<file path="src/logic/sfra_regs.vh">
`ifndef SFRA_REGS_VH
`define SFRA_REGS_VH
// instruction codes
`define SFRA_OP_RD_SR1 8'h05
`define SFRA_OP_RD_SR2 8'h07
`define SFRA_OP_RD_CR 8'h35
`define SFRA_OP_BANK_RD 8'h16
`define SFRA_OP_BANK_WR 8'h17
`define SFRA_OP_BANK_OPEN 8'hB9
`define SFRA_OP_WR_REGS 8'h01
`define SFRA_OP_WRITE_ENABLE_CMD 8'h06
`define SFRA_OP_WRDI 8'h04
`define SFRA_OP_CLSR 8'h30
// status register one fields
`define SFRA_SR1_WIP 0
`define SFRA_SR1_WEL 1
`define SFRA_SR1_BP_LO 2
`define SFRA_SR1_BP_HI 4
`define SFRA_SR1_E_ERR 5
`define SFRA_SR1_P_ERR 6
`define SFRA_SR1_STATUS_WRITE_DISABLE 7
// configuration register quad bit
`define SFRA_CR_QUAD 1
// bank register extended addressing bit
`define SFRA_BANK_EXT 7
// reset values
`define SFRA_SR1_RST 8'h00
`define SFRA_SR2_RST 8'h00
`define SFRA_CR_RST 8'h00
`define SFRA_BANK_RST 8'h00
// self-timed register update, in ns, and in clk_sys cycles at 10 ns
`define SFRA_WR_TIME_NS 2000
`define SFRA_CLK_NS 10
`define SFRA_WR_CYC (`SFRA_WR_TIME_NS / `SFRA_CLK_NS)
`endif

</file>
<file path="src/logic/sfra_core.v">
`timescale 1ns/1ns
`include "sfra_regs.vh"
// Operation
// opcode 05h shifts status register one out on so, any time
// opcode 07h shifts status register two out on so, any time
// opcode 35h shifts configuration register out, repeating every byte
// status value resampled at every eight-clock byte boundary
// opcode 16h shifts the eight-bit bank register out, repeating
// opcode 17h plus one byte loads bank register, no write enable
// bank bit 7 low: three-byte addresses take upper bits from bank
// bank write leaves program error, erase error and busy untouched
// host writes zero into reserved bank register bits
// after B9h, register write loads bank bits 1:0 only
// that write closes bank access, extended bit unchanged
// any other command or frame after B9h closes bank access
// host issues B9h pair only when idle or suspended, no errors
// register write 01h accepted only with write enable latch set
// 8 bits writes status, 16 writes both, else cancelled
// host uses sixteen-bit register write when quad bit set
// frame end starts timed update; busy set, then busy and latch clear; after a failed update status bit 0 stays set
// failed update sets program or erase error flag
// host writes zero into reserved status and configuration bits
// status-write-disable low: writes allowed with latch set
// disable high and protect pin low: writes rejected
// disable high and protect pin high: writes allowed with latch
// opcode 06h sets write enable latch, status bit 1
// quad mode turns hardware write protection off
// status one: busy bit 0, latch bit 1, protect 4:2, disable 7
module sfra_core #(
  parameter WR_CYCLES = `SFRA_WR_CYC
) (
  input wire clk_sys,
  input wire rst_n,
  input wire cs_n,
  input wire sck,
  input wire si,
  input wire wp_n,
  input wire upd_fail,
  input wire [23:0] addr_3b,
  output reg so,
  output reg so_oe,
  output reg [31:0] addr_ext,
  output reg [7:0] bank_address_ext,
  output reg [7:0] status_one,
  output reg [7:0] config_reg,
  output reg write_in_progress
);
  localparam ST_OP = 2'd0;
  localparam ST_OUT = 2'd1;
  localparam ST_DATA = 2'd2;
  localparam ST_SKIP = 2'd3;

  // pin synchronisers, one two-flop chain per pin
  // pin order: 3 cs_n, 2 sck, 1 si, 0 wp_n
  localparam [3:0] PIN_IDLE = 4'b1000;
  wire [3:0] pin_raw = {cs_n, sck, si, wp_n};
  wire [3:0] pin_sync;
  genvar gi;
  generate
    for (gi = 0; gi < 4; gi = gi + 1) begin : g_sync
      reg [1:0] sync_q;
      // only the second flop is read outside the chain
      always @(posedge clk_sys or negedge rst_n) begin
        if (!rst_n)
          sync_q <= {2{PIN_IDLE[gi]}};
        else
          sync_q <= {sync_q[0], pin_raw[gi]};
      end
      assign pin_sync[gi] = sync_q[1];
    end
  endgenerate
  wire cs_sync = pin_sync[3];
  wire sck_sync = pin_sync[2];
  wire si_sync = pin_sync[1];
  wire wp_sync = pin_sync[0];

  // sck edge detector, idles low like the pin
  reg sck_d1_q;
  always @(posedge clk_sys or negedge rst_n) begin
    if (!rst_n)
      sck_d1_q <= 1'b0;
    else
      sck_d1_q <= sck_sync;
  end
  wire sck_rise = sck_sync & ~sck_d1_q;
  wire sck_fall = ~sck_sync & sck_d1_q;

  // chip select level and its rising edge, the frame end
  wire cs_act = ~cs_sync;
  reg cs_act_q;
  always @(posedge clk_sys or negedge rst_n) begin
    if (!rst_n)
      cs_act_q <= 1'b0;
    else
      cs_act_q <= cs_act;
  end
  wire frame_end = cs_act_q & ~cs_act;

  reg [1:0] st_q;
  reg [7:0] op_q;
  reg [7:0] sh_in_q;
  reg [2:0] bit_q;
  reg [4:0] dcnt_q;
  reg [7:0] d0_q, d1_q;
  // output byte and register-side state
  reg [7:0] out_q;
  reg [7:0] sr2_q;
  reg bank_open_q;
  // captured write data and update timer
  reg [15:0] wr_val_q;
  reg wr_both_q;
  reg [31:0] tmr_q;

  // opcode or data byte as it completes
  wire [7:0] op_now = {sh_in_q[6:0], si_sync};
  wire quad = config_reg[`SFRA_CR_QUAD];
  wire status_write_disable = status_one[`SFRA_SR1_STATUS_WRITE_DISABLE];
  wire write_enable_latch = status_one[`SFRA_SR1_WEL];
  // hardware protection, ignored in quad mode
  wire hw_prot = status_write_disable & ~wp_sync & ~quad;
  wire wr_ok = write_enable_latch & ~hw_prot;

  // byte to shift out for a read opcode, sampled at each byte start
  reg [7:0] rd_val;
  always @* begin
    case (op_q)
      `SFRA_OP_RD_SR1: rd_val = status_one;
      `SFRA_OP_RD_SR2: rd_val = sr2_q;
      `SFRA_OP_RD_CR: rd_val = config_reg;
      `SFRA_OP_BANK_RD: rd_val = bank_address_ext;
      default: rd_val = 8'h00;
    endcase
  end
  wire is_rd = (op_now == `SFRA_OP_RD_SR1) | (op_now == `SFRA_OP_RD_SR2) |
    (op_now == `SFRA_OP_RD_CR) | (op_now == `SFRA_OP_BANK_RD);

  // bit counter cleared between frames, input shift register keeps its value
  always @(posedge clk_sys or negedge rst_n) begin
    if (!rst_n) begin
      sh_in_q <= 8'h00;
      bit_q <= 3'd0;
    end else if (!cs_act) begin
      bit_q <= 3'd0;
    end else if (sck_rise) begin
      sh_in_q <= op_now;
      bit_q <= bit_q + 3'd1;
    end
  end

  // opcode decode at the eighth bit of a frame
  always @(posedge clk_sys or negedge rst_n) begin
    if (!rst_n) begin
      st_q <= ST_OP;
      op_q <= 8'h00;
    end else if (!cs_act) begin
      st_q <= ST_OP;
    end else if (sck_rise) begin
      case (st_q)
        ST_OP: begin
          if (bit_q == 3'd7) begin
            op_q <= op_now;
            if (is_rd) begin
              st_q <= ST_OUT;
            end else if (op_now == `SFRA_OP_WR_REGS ||
                         op_now == `SFRA_OP_BANK_WR) begin
              st_q <= ST_DATA;
            end else begin
              st_q <= ST_SKIP;
            end
          end
        end
        default: begin
          st_q <= st_q;
        end
      endcase
    end
  end

  // data bit count and the two captured data bytes
  always @(posedge clk_sys or negedge rst_n) begin
    if (!rst_n) begin
      dcnt_q <= 5'd0;
      d0_q <= 8'h00;
      d1_q <= 8'h00;
    end else if (!cs_act) begin
      dcnt_q <= 5'd0;
    end else if (sck_rise && st_q == ST_DATA) begin
      // count saturates so long frames stay rejected
      if (dcnt_q != 5'd31)
        dcnt_q <= dcnt_q + 5'd1;
      if (bit_q == 3'd7 && dcnt_q == 5'd7)
        d0_q <= op_now;
      if (bit_q == 3'd7 && dcnt_q == 5'd15)
        d1_q <= op_now;
    end
  end

  // output shifter, a fresh byte taken at each eight-clock boundary
  always @(posedge clk_sys or negedge rst_n) begin
    if (!rst_n) begin
      out_q <= 8'h00;
      so <= 1'b0;
      so_oe <= 1'b0;
    end else if (!cs_act) begin
      so_oe <= 1'b0;
    end else if (sck_fall && st_q == ST_OUT) begin
      so_oe <= 1'b1;
      if (bit_q == 3'd0) begin
        so <= rd_val[7];
        out_q <= {rd_val[6:0], 1'b0};
      end else begin
        so <= out_q[7];
        out_q <= {out_q[6:0], 1'b0};
      end
    end
  end

  // completed frame classification, from state left at cs_n rise
  wire [7:0] eop = op_q;
  wire whole_op = (st_q != ST_OP);
  wire wr8 = (dcnt_q == 5'd8);
  wire wr16 = (dcnt_q == 5'd16);
  wire busy = write_in_progress;
  wire wr_bytes = (dcnt_q >= 5'd8);
  wire end_skip = frame_end & whole_op & (st_q == ST_SKIP);
  wire end_data = frame_end & (st_q == ST_DATA);

  // one-byte commands, acted on at frame end
  wire do_open = end_skip & (eop == `SFRA_OP_BANK_OPEN) & ~bank_open_q;
  wire do_write_enable_cmd = end_skip & (eop == `SFRA_OP_WRITE_ENABLE_CMD) & ~busy;
  wire do_wrdi = end_skip & (eop == `SFRA_OP_WRDI) & ~busy;
  wire do_clsr = end_skip & (eop == `SFRA_OP_CLSR);

  // bank write needs a whole data byte, no latch
  wire do_bank_wr = end_data & (eop == `SFRA_OP_BANK_WR) &
    wr_bytes;

  // register write: bank bits while the window is open, else registers
  wire wrr_end = end_data & (eop == `SFRA_OP_WR_REGS);
  wire do_bank_lo = wrr_end & bank_open_q & wr_bytes;
  wire do_wrr = wrr_end & ~bank_open_q & ~busy & wr_ok &
    (wr8 | wr16);

  // timed update ends on its last count, held off by a frame end
  wire upd_done = write_in_progress & ~frame_end & (tmr_q <= 32'd1);

  // self-timed update counter
  always @(posedge clk_sys or negedge rst_n) begin
    if (!rst_n) begin
      tmr_q <= 32'd0;
    end else if (do_wrr) begin
      tmr_q <= WR_CYCLES;
    end else if (write_in_progress && !frame_end && tmr_q > 32'd1) begin
      tmr_q <= tmr_q - 32'd1;
    end
  end

  // busy level and the captured write data
  always @(posedge clk_sys or negedge rst_n) begin
    if (!rst_n) begin
      write_in_progress <= 1'b0;
      wr_val_q <= 16'h0000;
      wr_both_q <= 1'b0;
    end else if (do_wrr) begin
      wr_val_q <= {d0_q, d1_q};
      wr_both_q <= wr16;
      write_in_progress <= 1'b1;
    end else if (upd_done) begin
      write_in_progress <= 1'b0;
    end
  end

  // bank register and its legacy access window
  always @(posedge clk_sys or negedge rst_n) begin
    if (!rst_n) begin
      bank_address_ext <= `SFRA_BANK_RST;
      bank_open_q <= 1'b0;
    end else begin
      // any frame after the opener closes the window
      if (frame_end)
        bank_open_q <= do_open;
      // flags live elsewhere, so a bank write cannot touch them
      if (do_bank_wr)
        bank_address_ext <= d0_q;
      else if (do_bank_lo)
        bank_address_ext[1:0] <= d0_q[1:0];
    end
  end

  // configuration register, written only by the sixteen-bit form
  always @(posedge clk_sys or negedge rst_n) begin
    if (!rst_n)
      config_reg <= `SFRA_CR_RST;
    else if (upd_done && !upd_fail && wr_both_q)
      config_reg <= wr_val_q[7:0];
  end

  // status register two has no writer here
  always @(posedge clk_sys or negedge rst_n) begin
    if (!rst_n)
      sr2_q <= `SFRA_SR2_RST;
    else
      sr2_q <= sr2_q;
  end

  // status register one: hardware bits and the written fields
  always @(posedge clk_sys or negedge rst_n) begin
    if (!rst_n) begin
      status_one <= `SFRA_SR1_RST;
    end else if (do_wrr) begin
      status_one[`SFRA_SR1_WIP] <= 1'b1;
    end else if (upd_done && upd_fail) begin
      // busy bit stays up while an error is reported
      status_one[`SFRA_SR1_P_ERR] <= 1'b1;
      status_one[`SFRA_SR1_E_ERR] <= 1'b1;
      status_one[`SFRA_SR1_WEL] <= 1'b0;
    end else if (upd_done) begin
      // written disable and protect, hardware error bits kept
      status_one <= {wr_val_q[15], status_one[6:5],
        wr_val_q[12:10], 2'b00};
    end else begin
      if (do_write_enable_cmd)
        status_one[`SFRA_SR1_WEL] <= 1'b1;
      if (do_wrdi)
        status_one[`SFRA_SR1_WEL] <= 1'b0;
      // clearing errors also drops a busy bit left by a failure
      if (do_clsr) begin
        status_one[`SFRA_SR1_E_ERR] <= 1'b0;
        status_one[`SFRA_SR1_P_ERR] <= 1'b0;
        if (!busy)
          status_one[`SFRA_SR1_WIP] <= 1'b0;
      end
    end
  end

  // address extension for three-byte commands
  always @(posedge clk_sys or negedge rst_n) begin
    if (!rst_n)
      addr_ext <= 32'h00000000;
    else if (!bank_address_ext[`SFRA_BANK_EXT])
      addr_ext <= {1'b0, bank_address_ext[6:0], addr_3b};
    else
      addr_ext <= {8'h00, addr_3b};
  end
endmodule // sfra_core

</file>
<file path="config.mk">
export PLATFORM = sky130hd
export DESIGN_NAME = sfra_core
export DESIGN_NICKNAME = d
export VERILOG_FILES = /design/src/logic/sfra_core.v
export VERILOG_INCLUDE_DIRS = /design/src /design/src/logic
export SDC_FILE = /design/constraint.sdc
export NUM_CORES = 1
export LEC_CHECK = 0
export BUFFER_PORTS_ARGS = -buffer_cell sky130_fd_sc_hd__buf_2
export CAP_MARGIN = 0
export CORE_ASPECT_RATIO = 0.5
export CORE_MARGIN = 3
export CORE_UTILIZATION = 50
export DETAILED_ROUTE_END_ITERATION = 6
export PLACE_DENSITY_LB_ADDON = 0.3
export SYNTH_ARGS = -nofsm -noshare
export SYNTH_HDL_FRONTEND = slang
export SYNTH_SLANG_ARGS = --single-unit
</file>
<file path="constraint.sdc">
create_clock -name clk_sys -period 5.8 [get_ports clk_sys]
set_input_delay 0.87 -clock clk_sys [delete_from_list [all_inputs] [get_ports clk_sys]]
set_output_delay 0.87 -clock clk_sys [all_outputs]
set_load 0.005 [all_outputs]
</file>
==> results of run 1 <==
[stage by stage]
stage | power (W) | std cells | hold slack [ns] | util [%] | worst slack, ns
6_report | 0.00239 | 848 | 0.350 | 61.9 | 2.86
4_1_cts | 0.00242 | 848 | 0.352 | 61.9 | 2.94
2_1_floorplan | 0.00125 | 572 | 0.331 | - | 3.47
5_1_grt | 0.00248 | 848 | 0.357 | 61.9 | 2.70
3_5_place_dp | 0.00132 | 816 | 0.335 | 57.4 | 2.98
3_3_place_gp | 0.00131 | 816 | 0.332 | 57.4 | 3.05
[power by group]
part           switching, W  internal [W]  leakage (nW)
Combinational     0.0000479     0.0000422          1.49
Clock              0.000519      0.000575         0.285
Sequential        0.0000512       0.00115          2.15
[area by class of cell]
class | count | area [um2] | share of cell area [%]
repair buffers | 91 | 469 | 5.80
well taps | 170 | 213 | 2.63
clock inverters | 15 | 161 | 2.00
flip-flops and latches | 161 | 4030 | 49.8
clock buffers | 17 | 425 | 5.26
inverters | 12 | 45.0 | 0.557
multi-input cells | 382 | 2740 | 33.9
[placed cells by master, fill, tap and decap left out, types with 5 or more instances in the layout]
master and n:
mux2_2 63, a21oi_1 27, o21ai_0 11, mux2i_1 13
nor4_1 15, clkbuf_16 17, xnor2_1 5, nor3_1 11
o31ai_1 9, a22oi_1 7, or3_1 13, o22ai_1 8
nand3_1 13, nand4_1 9, inv_6 6, inv_1 12
nor2b_1 13, o211ai_1 5, buf_2 87, nand2_1 51
nand2b_1 5, and4_1 5, nor2_1 23, and3_1 6
ha_1 9, dfrtp_1 159
[cell families (layout without fill, tap and decap cells)]
group	after synthesis	count (layout)
AND/OR/NAND/NOR	196	196
flip-flops	161	161
other	1	1
AO/OA/AOI/OAI	92	92
buffers and inverters	29	135
adder cells (fa/ha/maj)	9	9
multiplexers	76	76
XOR/XNOR	8	8
[per-layer routing]
| layer | vias up | global-route usage [%] | routed length [um] | share of wire [%] |
|---|---|---|---|---|
| li1 | 2298 | - | - | - |
| met1 | 2415 | 29.9 | 7100 | 47 |
| met2 | 150 | 33.4 | 6980 | 46 |
| met3 | 17 | 5.87 | 842 | 5.6 |
| met4 | 0 | 6.15 | 192 | 1.3 |
| met5 | - | 0 | 0 | 0 |
[worst max-delay path: stages (launching register included)]
cell	delay (ns)
dfrtp_1	0.42
nor4_1	0.49
nand4_1	0.24
nor4_1	0.71
nand3b_1	0.53
mux2_2	0.43
[worst paths after layout]
check / endpoint / slack, ns / cells past startpoint
worst min-delay path: g_sync[2].sync_q[1] / 0.35 / 0
max in group asynchronous: tmr_q[4] / 3.95 / 2
min in group asynchronous: tmr_q[30] / 0.59 / 1
worst max-delay path: config_reg[4] / 2.86 / 5
worst max register to register: config_reg[4] / 2.86 / 5
worst min register to register: g_sync[2].sync_q[1] / 0.35 / 0
==> metrics.md, run 1 <==
| Metric | Value |
|---|---|
| Final Hold Fails | 0 |
| Initial core utilization | 52.7% |
| CP startpoint kind | register |
| Synth Area in XOR/XNOR | around 1.0% |
| Lkg Pwr | a little under 4 nW |
| Synth area leader | dfrtp_1 |
| Worst hold start | g_sync[2].sync_q[0] |
| Critical-path maximum fanout | 8 |
| Ports | 90 |
| WL/cell | approximately 18 um |
| Setup crit end kind | register |
| CTS Hold Bufs | 0 |
| Arr. time, crit path | roughly 3.2 ns |
| Syn Nets | just over 600 |
| FMAX | around 340 MHz |
| Worst skew pair latency | 0.43 ns |
| Netlist cell types | 57 |
| CTS buffer count | 17 |
| Slew HR | between 15 and 20% |
| Vias per Instance | around 5.8 |
| Largest net degree at the start of global routing | 110 |
| Antenna violations before repair | 0 |
| Compound-Gate Fraction of Synth Area | approximately 8.8% |
| Mapped cell area | approximately 7000 um2 |
| Post-route cell area | approximately 8100 um2 |
| CTS Sinks | between 150 and 200 |
| Post-synthesis register bit count | 161 |
| Pre-antenna DRT Iters | 4 |
| Synth top area share | 57.8% |
| Post-placement cell area | ~7500 um2 |
| Syn Inst Count | 572 |
| Routed WL | between 15000 and 20000 um |
| Area grow syn2layout | 17.5% |
| CP startpoint | tmr_q[26] |
| Via Count | between 4000 and 5000 |
| Core area | 13100 um2 |
| Longest Clk Path Bufs | 2 |
| Adder-Cell Fraction of Synth Area | 1.64% |
| Max reg flops | 32 |
| Reg2reg start | tmr_q[26] |
| # nets final | roughly 710 |
| Top Registers | tmr_q (32), addr_ext (31), wr_val_q (12) |
| Worst Hold Class | register to register |
| Tot GR Track Use | between 20% and 30% |
| H-tree levels | 4 |
| Status | completed |
| Largest family of logic cells by synthesized area | simple AND/OR/NAND/NOR gates |
| Simple-gate portion of the synthesized area | between 10% and 20% |
| Synth area leaders | dfrtp_1 (58%), mux2_2 (10%), nand2_1 (2.8%), a21oi_1 (2.0%), mux2i_1 (1.9%) |
| Clk slew on worst S/H paths | approximately 0.07 ns |
| PostCTS Resize Cnt | 0 |
| Post-synth top cells | dfrtp_1 (159), mux2_2 (63), nand2_1 (51) |
| Total of max-cap violations | 0 |
| Fraction of synthesized area in multiplexers | around 12% |
| Pwr dens | about 300 nW/um2 |
| RSZ-0062 raised after global routing | false |
| Most numerous cell in the Yosys netlist | dfrtp_1 |
| Worst-margin pin slew | approximately 1.2 ns |
| # rows | 29 |
| Fraction of layout cells with a size suffix above 1 | a little under a third |
| GPL Wtd Cong | 0.878 |
| First-pass GRT wire length | between 20000 and 30000 um |
| Chip height | 89.0 um |
| DIE WIDTH | around 170 um |
| Post-DP HPWL | ~10000 um |
| # DRC | 0 |
| Max-slew violations | 0 |
| Critical path type | register to register |
| Asr flop ratio synth | between 90% and 100% |
| # setup viols final | 0 |
| Worst Path Required | slightly above 6 ns |
| Number of synthesized flops with an enable pin | 0 |
| Number of global-route vias before repair | 4887 |
| Sequential-to-total area share from yosys stat | 58.6% |
| CTS tree | done |
| N_diodes | 0 |
| Syn_area_per_cell | roughly 12 um2 |
| Min cycle time layout | approximately 2.9 ns |
| Antenna-violating nets left | 0 |
| Filler Cells Inserted | ~1000 |
| Ys Warns | 0 |
| Detailed Route Iter0 Violations | between 200 and 300 |
| Top reg by flops | tmr_q |
| Root buffer cell | clkbuf_16 |
| Post-Route Setup TNS | 0 ns |
| Main synth FF type | dfrtp_1 |
| Maximum vdd ir drop | between 0.00015 and 0.0002 V |
| Port bufs | roughly 90 |
| Post-CTS setup buffer count | 0 |
| Grt ovf | 0 |
| Die area | around 15000 um2 |
| Clk_skew | 0.0155 ns |
| Part of the cycle the worst path needs | between 50% and 60% |
No activity file was read; power rests on OpenSTA's default activity.
==> run 2: changes to the inputs <==
clock period = 2.5 ns   (was 5.8 ns; I/O delays follow)
==> metrics.md, run 2 (synthesis gave the netlist of run 1 again) <==
| Metric | Value |
|---|---|
| Longest Clk Path Bufs | 2 (unchanged) |
| Clk_skew | 0.0123 ns (was 0.0155 ns) |
| Commonest non-fill, non-tap cell in the layout | dfrtp_1 (unchanged) |
| Detailed Route Iter0 Violations | 383 (was 287) |
| Worst Hold Class | input pin to register (was register to register) |
| Worst slack, placed | 0.0894 ns (was 2.98 ns) |
| Max stage delay on crit path | 0.50 ns (was 0.71 ns) |
| Post-DP HPWL | 10300 um (was 10100 um) |
| Status | completed (unchanged) |
| Final Hold Fails | 0 (unchanged) |
| Max-slew violations | 0 (unchanged) |
| Setup crit end kind | register (unchanged) |
| Pwr dens | 670 nW/um2 (was 296 nW/um2) |
| Die area | 15300 um2 (unchanged) |
| Min cycle time layout | 2.38 ns (was 2.94 ns) |
| Pre-antenna DRT Iters | 5 (was 4) |
| Port bufs | 88 (unchanged) |
| Reg area | 4030 um2 (unchanged) |
| CTS buffer count | 17 (unchanged) |
| Top Usage Layer GRT | met2 (unchanged) |
| CP startpoint kind | register (unchanged) |
| Chip height | 89.0 um (unchanged) |
| Antenna violations before repair | 0 (unchanged) |
| Crit-path cells | or3_4 > or4_4 > a2111o_1 > buf_4 > or3_1 > a21oi_1 (was nor4_1 > nand4_1 > nor4_1 > nand3b_1 > mux2_2) |
| Fraction of layout cells with a size suffix above 1 | 32.8% (was 30.1%) |
| Post-Route Setup TNS | 0 ns (unchanged) |
| Core area | 13100 um2 (unchanged) |
| Via Count | 5077 (was 4880) |
| Ports | 90 (unchanged) |
| Total of max-cap violations | 0 (unchanged) |
| Lkg Pwr | 4.07 nW (was 3.93 nW) |
| Critical path type | register to register (unchanged) |
| Most frequent cells in the layout | dfrtp_1 (159), buf_2 (87), mux2_2 (63) (unchanged) |
| Part of the cycle the worst path needs | 95.2% (was 50.6%) |
| # nets final | 731 (was 705) |
| # rows | 29 (unchanged) |
| CTS tree | done (unchanged) |
| Vias per Instance | 5.81 (was 5.75) |
| Met1 usage | 28.9% (was 29.9%) |
| Worst-margin pin slew | 0.708 ns (was 1.21 ns) |
| CTS Sinks | 161 (unchanged) |
| Met2 usage | 33.2% (was 33.4%) |
| FMAX | 420 MHz (was 341 MHz) |
| GPL Wtd Cong | 0.870 (was 0.878) |
| Clk slew on worst S/H paths | 0.07 ns (about the same) |
| Worst skew pair latency | 0.43 ns (about the same) |
| Top Registers | tmr_q (32), addr_ext (31), wr_val_q (12) (unchanged) |
| Initial core utilization | 52.7% (unchanged) |
| Number of global-route vias before repair | 4911 (was 4887) |
| Grt ovf | 0 (unchanged) |
| Filler Cells Inserted | 1020 (was 1012) |
| WL/cell | 17.4 um (was 17.8 um) |
| # setup viols final | 0 (unchanged) |
| Critical-path maximum fanout | 6 (was 8) |
| Top reg by flops | tmr_q (unchanged) |
| DIE WIDTH | 172 um (unchanged) |
| Multi-input combinational cell area | 2750 um2 (was 2740 um2) |
| RSZ-0062 raised after global routing | false (unchanged) |
| Antenna-violating nets left | 0 (unchanged) |
| Area grow syn2layout | 21.1% (was 17.5%) |
| Arr. time, crit path | 2.72 ns (was 3.24 ns) |
| Routed WL | 15200 um (was 15100 um) |
| Maximum vdd ir drop | 0.000458 V (was 0.000178 V) |
| First-pass GRT wire length | 25100 um (was 25200 um) |
| Root buffer cell | clkbuf_16 (unchanged) |
| Fraction of met3 tracks used by global routing | 6.98% (was 5.87%) |
| Max reg flops | 32 (unchanged) |
| H-tree levels | 4 (unchanged) |
| # DRC | 0 (unchanged) |
| Slew HR | 52.6% (was 18.6%) |
| Largest net degree at the start of global routing | 77 (was 110) |
| N_diodes | 0 (unchanged) |
| CP max stage cell | or4_4 (was nor4_1) |
| Fin worst setup slack | 0.119 ns (was 2.86 ns) |
| Tot GR Track Use | 21.2% (was 21.4%) |
| Worst Path Required | 2.84 ns (was 6.11 ns) |
-- run 2: cell types whose count changed in the layout (fill, tap and decap cells not counted), sizes merged --
cell,previous run,this run
buf,91,116
clkbuf,17,18
clkinv,6,7
clkinvlp,1,0
dlygate4sd3,0,1
inv,20,19
-- run 2: where the power goes --
part	leakage [nW]	internal, W	switching [W]
sequential	2.15	0.00268	0.000114
combinational	1.63	0.000105	0.000112
clock	0.293	0.00137	0.00120
total	4.07	0.00415	0.00143
-- run 2: routing by layer --
| metal | up-vias | routed length, um |
|---|---|---|
| met5 | - | 0 |
| li1 | 2351 | - |
| met4 | 0 | 187 |
| met2 | 166 | 7080 |
| met1 | 2541 | 7000 |
| met3 | 19 | 956 |
-- run 2: worst paths after layout --
kind | from | to | slack, ns | cells after the start
max | tmr_q[11] | tmr_q[29] | 0.12 | 6
min | addr_3b[9] | addr_ext[9] | 0.05 | 1
max reg2reg | tmr_q[11] | tmr_q[29] | 0.12 | 6
min reg2reg | g_sync[1].sync_q[0] | g_sync[1].sync_q[1] | 0.36 | 0
max in group asynchronous | rst_n | addr_ext[4] | 1.45 | 3
min in group asynchronous | rst_n | tmr_q[25] | 0.38 | 2
-- run 2: worst max-delay path: cells and delay by family (launching register included) --
kind                   cells  cell delay [ns]
DFF                        1             0.40
buffers and inverters      1             0.17
and+or+nand+nor            3             1.19
AOI/OAI and AO/OA          2             0.54
-- run 2: metrics by stage --
step / instances / hold WS, ns / util [%] / area (um2) / power [W]
2_1_floorplan: 572 / 0.0794 / - / 6880 / 0.00290
3_3_place_gp: 838 / 0.260 / 58.8 / 7690 / 0.00305
3_5_place_dp: 838 / 0.259 / 58.8 / 7690 / 0.00306
4_1_cts: 871 / 0.0328 / 63.5 / 8300 / 0.00564
5_1_grt: 874 / 0.0220 / 63.8 / 8330 / 0.00581
6_report: 874 / 0.0463 / 63.8 / 8330 / 0.00558
-- run 2: final cells by class --
| type | count | area share, % |
|---|---|---|
| clock buffer | 18 | 5.27 |
| clock inverter | 14 | 1.92 |
| inverter | 12 | 0.541 |
| multi-input combinational | 382 | 33.0 |
| sequential | 161 | 48.4 |
| tap | 170 | 2.55 |
| timing repair buffer | 117 | 8.30 |
-- run 2: repair_timing --
| item | in CTS | in global routing |
|---|---|---|
| endpoints found under the setup margin | 0 | 5 |
| endpoints found under the hold margin | 23 | 0 |
| resized for setup | 0 | 3 |
| setup buffers | 0 | 3 |
| hold buffers | 1 | 0 |
==> run 3: changes to the inputs <==
SETUP_SLACK_MARGIN = 0.5   (was unset)
==> metrics.md, run 3 (synthesis gave the netlist of run 1 again) <==
| Metric | Value |
|---|---|
| CP startpoint kind | register (unchanged) |
| Via Count | 5388 (was 5077) |
| Tot GR Track Use | 23.1% (was 21.2%) |
| Fin worst setup slack | 0.157 ns (was 0.119 ns) |
| Final Hold Fails | 0 (unchanged) |
| First-pass GRT wire length | 27500 um (was 25100 um) |
| Worst slack, placed | 0.104 ns (was 0.0894 ns) |
| Vias per Instance | 5.93 (was 5.81) |
| Post-Route Setup TNS | 0 ns (unchanged) |
| Combinational power share | 4.1% (was 3.9%) |
| Routed WL | 17300 um (was 15200 um) |
| Ports | 90 (unchanged) |
| Chip height | 89.0 um (unchanged) |
| Total of max-cap violations | 0 (unchanged) |
| Max reg flops | 32 (unchanged) |
| CTS tree | done (unchanged) |
| H-tree levels | 4 (unchanged) |
| Maximum vdd ir drop | 0.000423 V (was 0.000458 V) |
| CTS Sinks | 161 (unchanged) |
| Worst Hold Class | input pin to register (unchanged) |
| Fraction of layout cells with a size suffix above 1 | 42.7% (was 32.8%) |
| Part of the cycle the worst path needs | 93.7% (was 95.2%) |
| Pre-antenna DRT Iters | 5 (unchanged) |
| Hold depth | 1 (unchanged) |
| Grt ovf | 0 (unchanged) |
| CP startpoint | tmr_q[11] (unchanged) |
| Top Registers | tmr_q (32), addr_ext (31), wr_val_q (12) (unchanged) |
| R2R depth | 5 (was 6) |
| Commonest non-fill, non-tap cell in the layout | dfrtp_1 (unchanged) |
| Clk slew on worst S/H paths | 0.07 ns (about the same) |
| GPL Wtd Cong | 0.816 (was 0.870) |
| Min cycle time layout | 2.34 ns (was 2.38 ns) |
| N_diodes | 0 (unchanged) |
| Worst Path Required | 2.85 ns (was 2.84 ns) |
| Int Pwr | 0.00413 W (was 0.00415 W) |
| Antenna violations before repair | 0 (unchanged) |
| Critical path type | register to register (unchanged) |
| # nets final | 765 (was 731) |
| Port bufs | 88 (unchanged) |
| Worst hold start | addr_3b[23] (was addr_3b[9]) |
| Initial core utilization | 52.7% (unchanged) |
| Clock Power Share | 46.0% (was 46.1%) |
| Reg power frac | 49.9% (was 50.0%) |
| Longest Clk Path Bufs | 2 (unchanged) |
| Post-DP HPWL | 10900 um (was 10300 um) |
| RSZ-0062 raised after global routing | true (was false) |
| CTS buffer count | 17 (unchanged) |
| Clk_skew | 0.0129 ns (was 0.0123 ns) |
| # setup viols final | 0 (unchanged) |
| Worst skew pair latency | 0.43 ns (about the same) |
| Number of global-route vias before repair | 5382 (was 4911) |
| Switch Pwr | 0.00147 W (was 0.00143 W) |
| Detailed Route Iter0 Violations | 375 (was 383) |
| Most frequent cells in the layout | dfrtp_1 (150), buf_2 (87), mux2_2 (63) (was dfrtp_1 (159), buf_2 (87), mux2_2 (63)) |
| Die area | 15300 um2 (unchanged) |
| Critical-path maximum fanout | 4 (was 6) |
| Max-slew violations | 0 (unchanged) |
| Power consumption | 0.00560 W (was 0.00558 W) |
| Pwr dens | 627 nW/um2 (was 670 nW/um2) |
| Area grow syn2layout | 29.9% (was 21.1%) |
| Arr. time, crit path | 2.69 ns (was 2.72 ns) |
| Top reg by flops | tmr_q (unchanged) |
| DIE WIDTH | 172 um (unchanged) |
| Status | completed (unchanged) |
| Core area | 13100 um2 (unchanged) |
| Switching Share | 26.3% (was 25.6%) |
| # DRC | 0 (unchanged) |
| Setup crit end kind | register (unchanged) |
| # rows | 29 (unchanged) |
| Root buffer cell | clkbuf_16 (unchanged) |
| Largest net degree at the start of global routing | 48 (was 77) |
| WL/cell | 19.1 um (was 17.4 um) |
| Reg2reg start | tmr_q[11] (unchanged) |
| Lkg Pwr | 4.34 nW (was 4.07 nW) |
| FMAX | 427 MHz (was 420 MHz) |
| Antenna-violating nets left | 0 (unchanged) |
-- run 3: layer usage --
layer  part of all wire (%)  vias to the layer above  track usage [%]
met4                    2.1                        0             8.04
met3                    6.2                       39             5.96
met1                     42                     2733             29.8
met2                     49                      197             38.8
li1                       -                     2419                -
met5                      0                        -                0
-- run 3: worst paths after layout --
check | end | slack (ns)
setup / recovery | tmr_q[27] | 0.16
hold / removal | addr_ext[23] | 0.05
setup reg to reg | tmr_q[27] | 0.16
hold reg to reg | g_sync[0].sync_q[1] | 0.35
max in group asynchronous | g_sync[3].sync_q[1] | 1.29
min in group asynchronous | tmr_q[26] | 0.45
-- run 3: worst max-delay path: stages (launching register included) --
cell,delay (ns)
dfrtp_1,0.40
or3_4,0.40
or4_4,0.50
a2111o_1,0.41
or4_1,0.42
a21oi_1,0.14
-- run 3: stage by stage --
step	hold WS [ns]	area [um2]	instances	utilization, %
3_3_place_gp	0.332	7730	839	59.1
5_1_grt	0.0279	8940	908	68.5
3_5_place_dp	0.335	7730	839	59.1
6_report	0.0480	8940	908	68.5
4_1_cts	0.0352	8620	887	66.0
2_1_floorplan	0.0794	6930	572	-
-- run 3: final cells by class --
type	instances	area, um2
inverters	12	45.0
multi-input cells	383	3100
repair buffers	150	953
flip-flops and latches	161	4040
clock inverters	15	164
fillers	925	4120
well taps	170	213
clock buffers	17	425
-- run 3: what timing repair did --
item | CTS | global route
cloned | 0 | 1
endpoints found under the hold margin | 42 | 0
hold buffers | 1 | 0
pin swaps | 11 | 16
gates resized for setup | 38 | 43
buffers inserted | 15 | 20
endpoints found under the setup margin | 50 | 79
-- run 3: power by group through the flow --
| stage | sequential, W | clock, W | combinational, W |
|---|---|---|---|
| 2_1_floorplan | 0.00279 | 0 | 0.000116 |
| 5_1_grt | 0.00281 | 0.00274 | 0.000259 |
| 3_3_place_gp | 0.00284 | 0 | 0.000220 |
| 6_report | 0.00280 | 0.00258 | 0.000228 |
| 4_1_cts | 0.00280 | 0.00260 | 0.000232 |
| 3_5_place_dp | 0.00284 | 0 | 0.000228 |
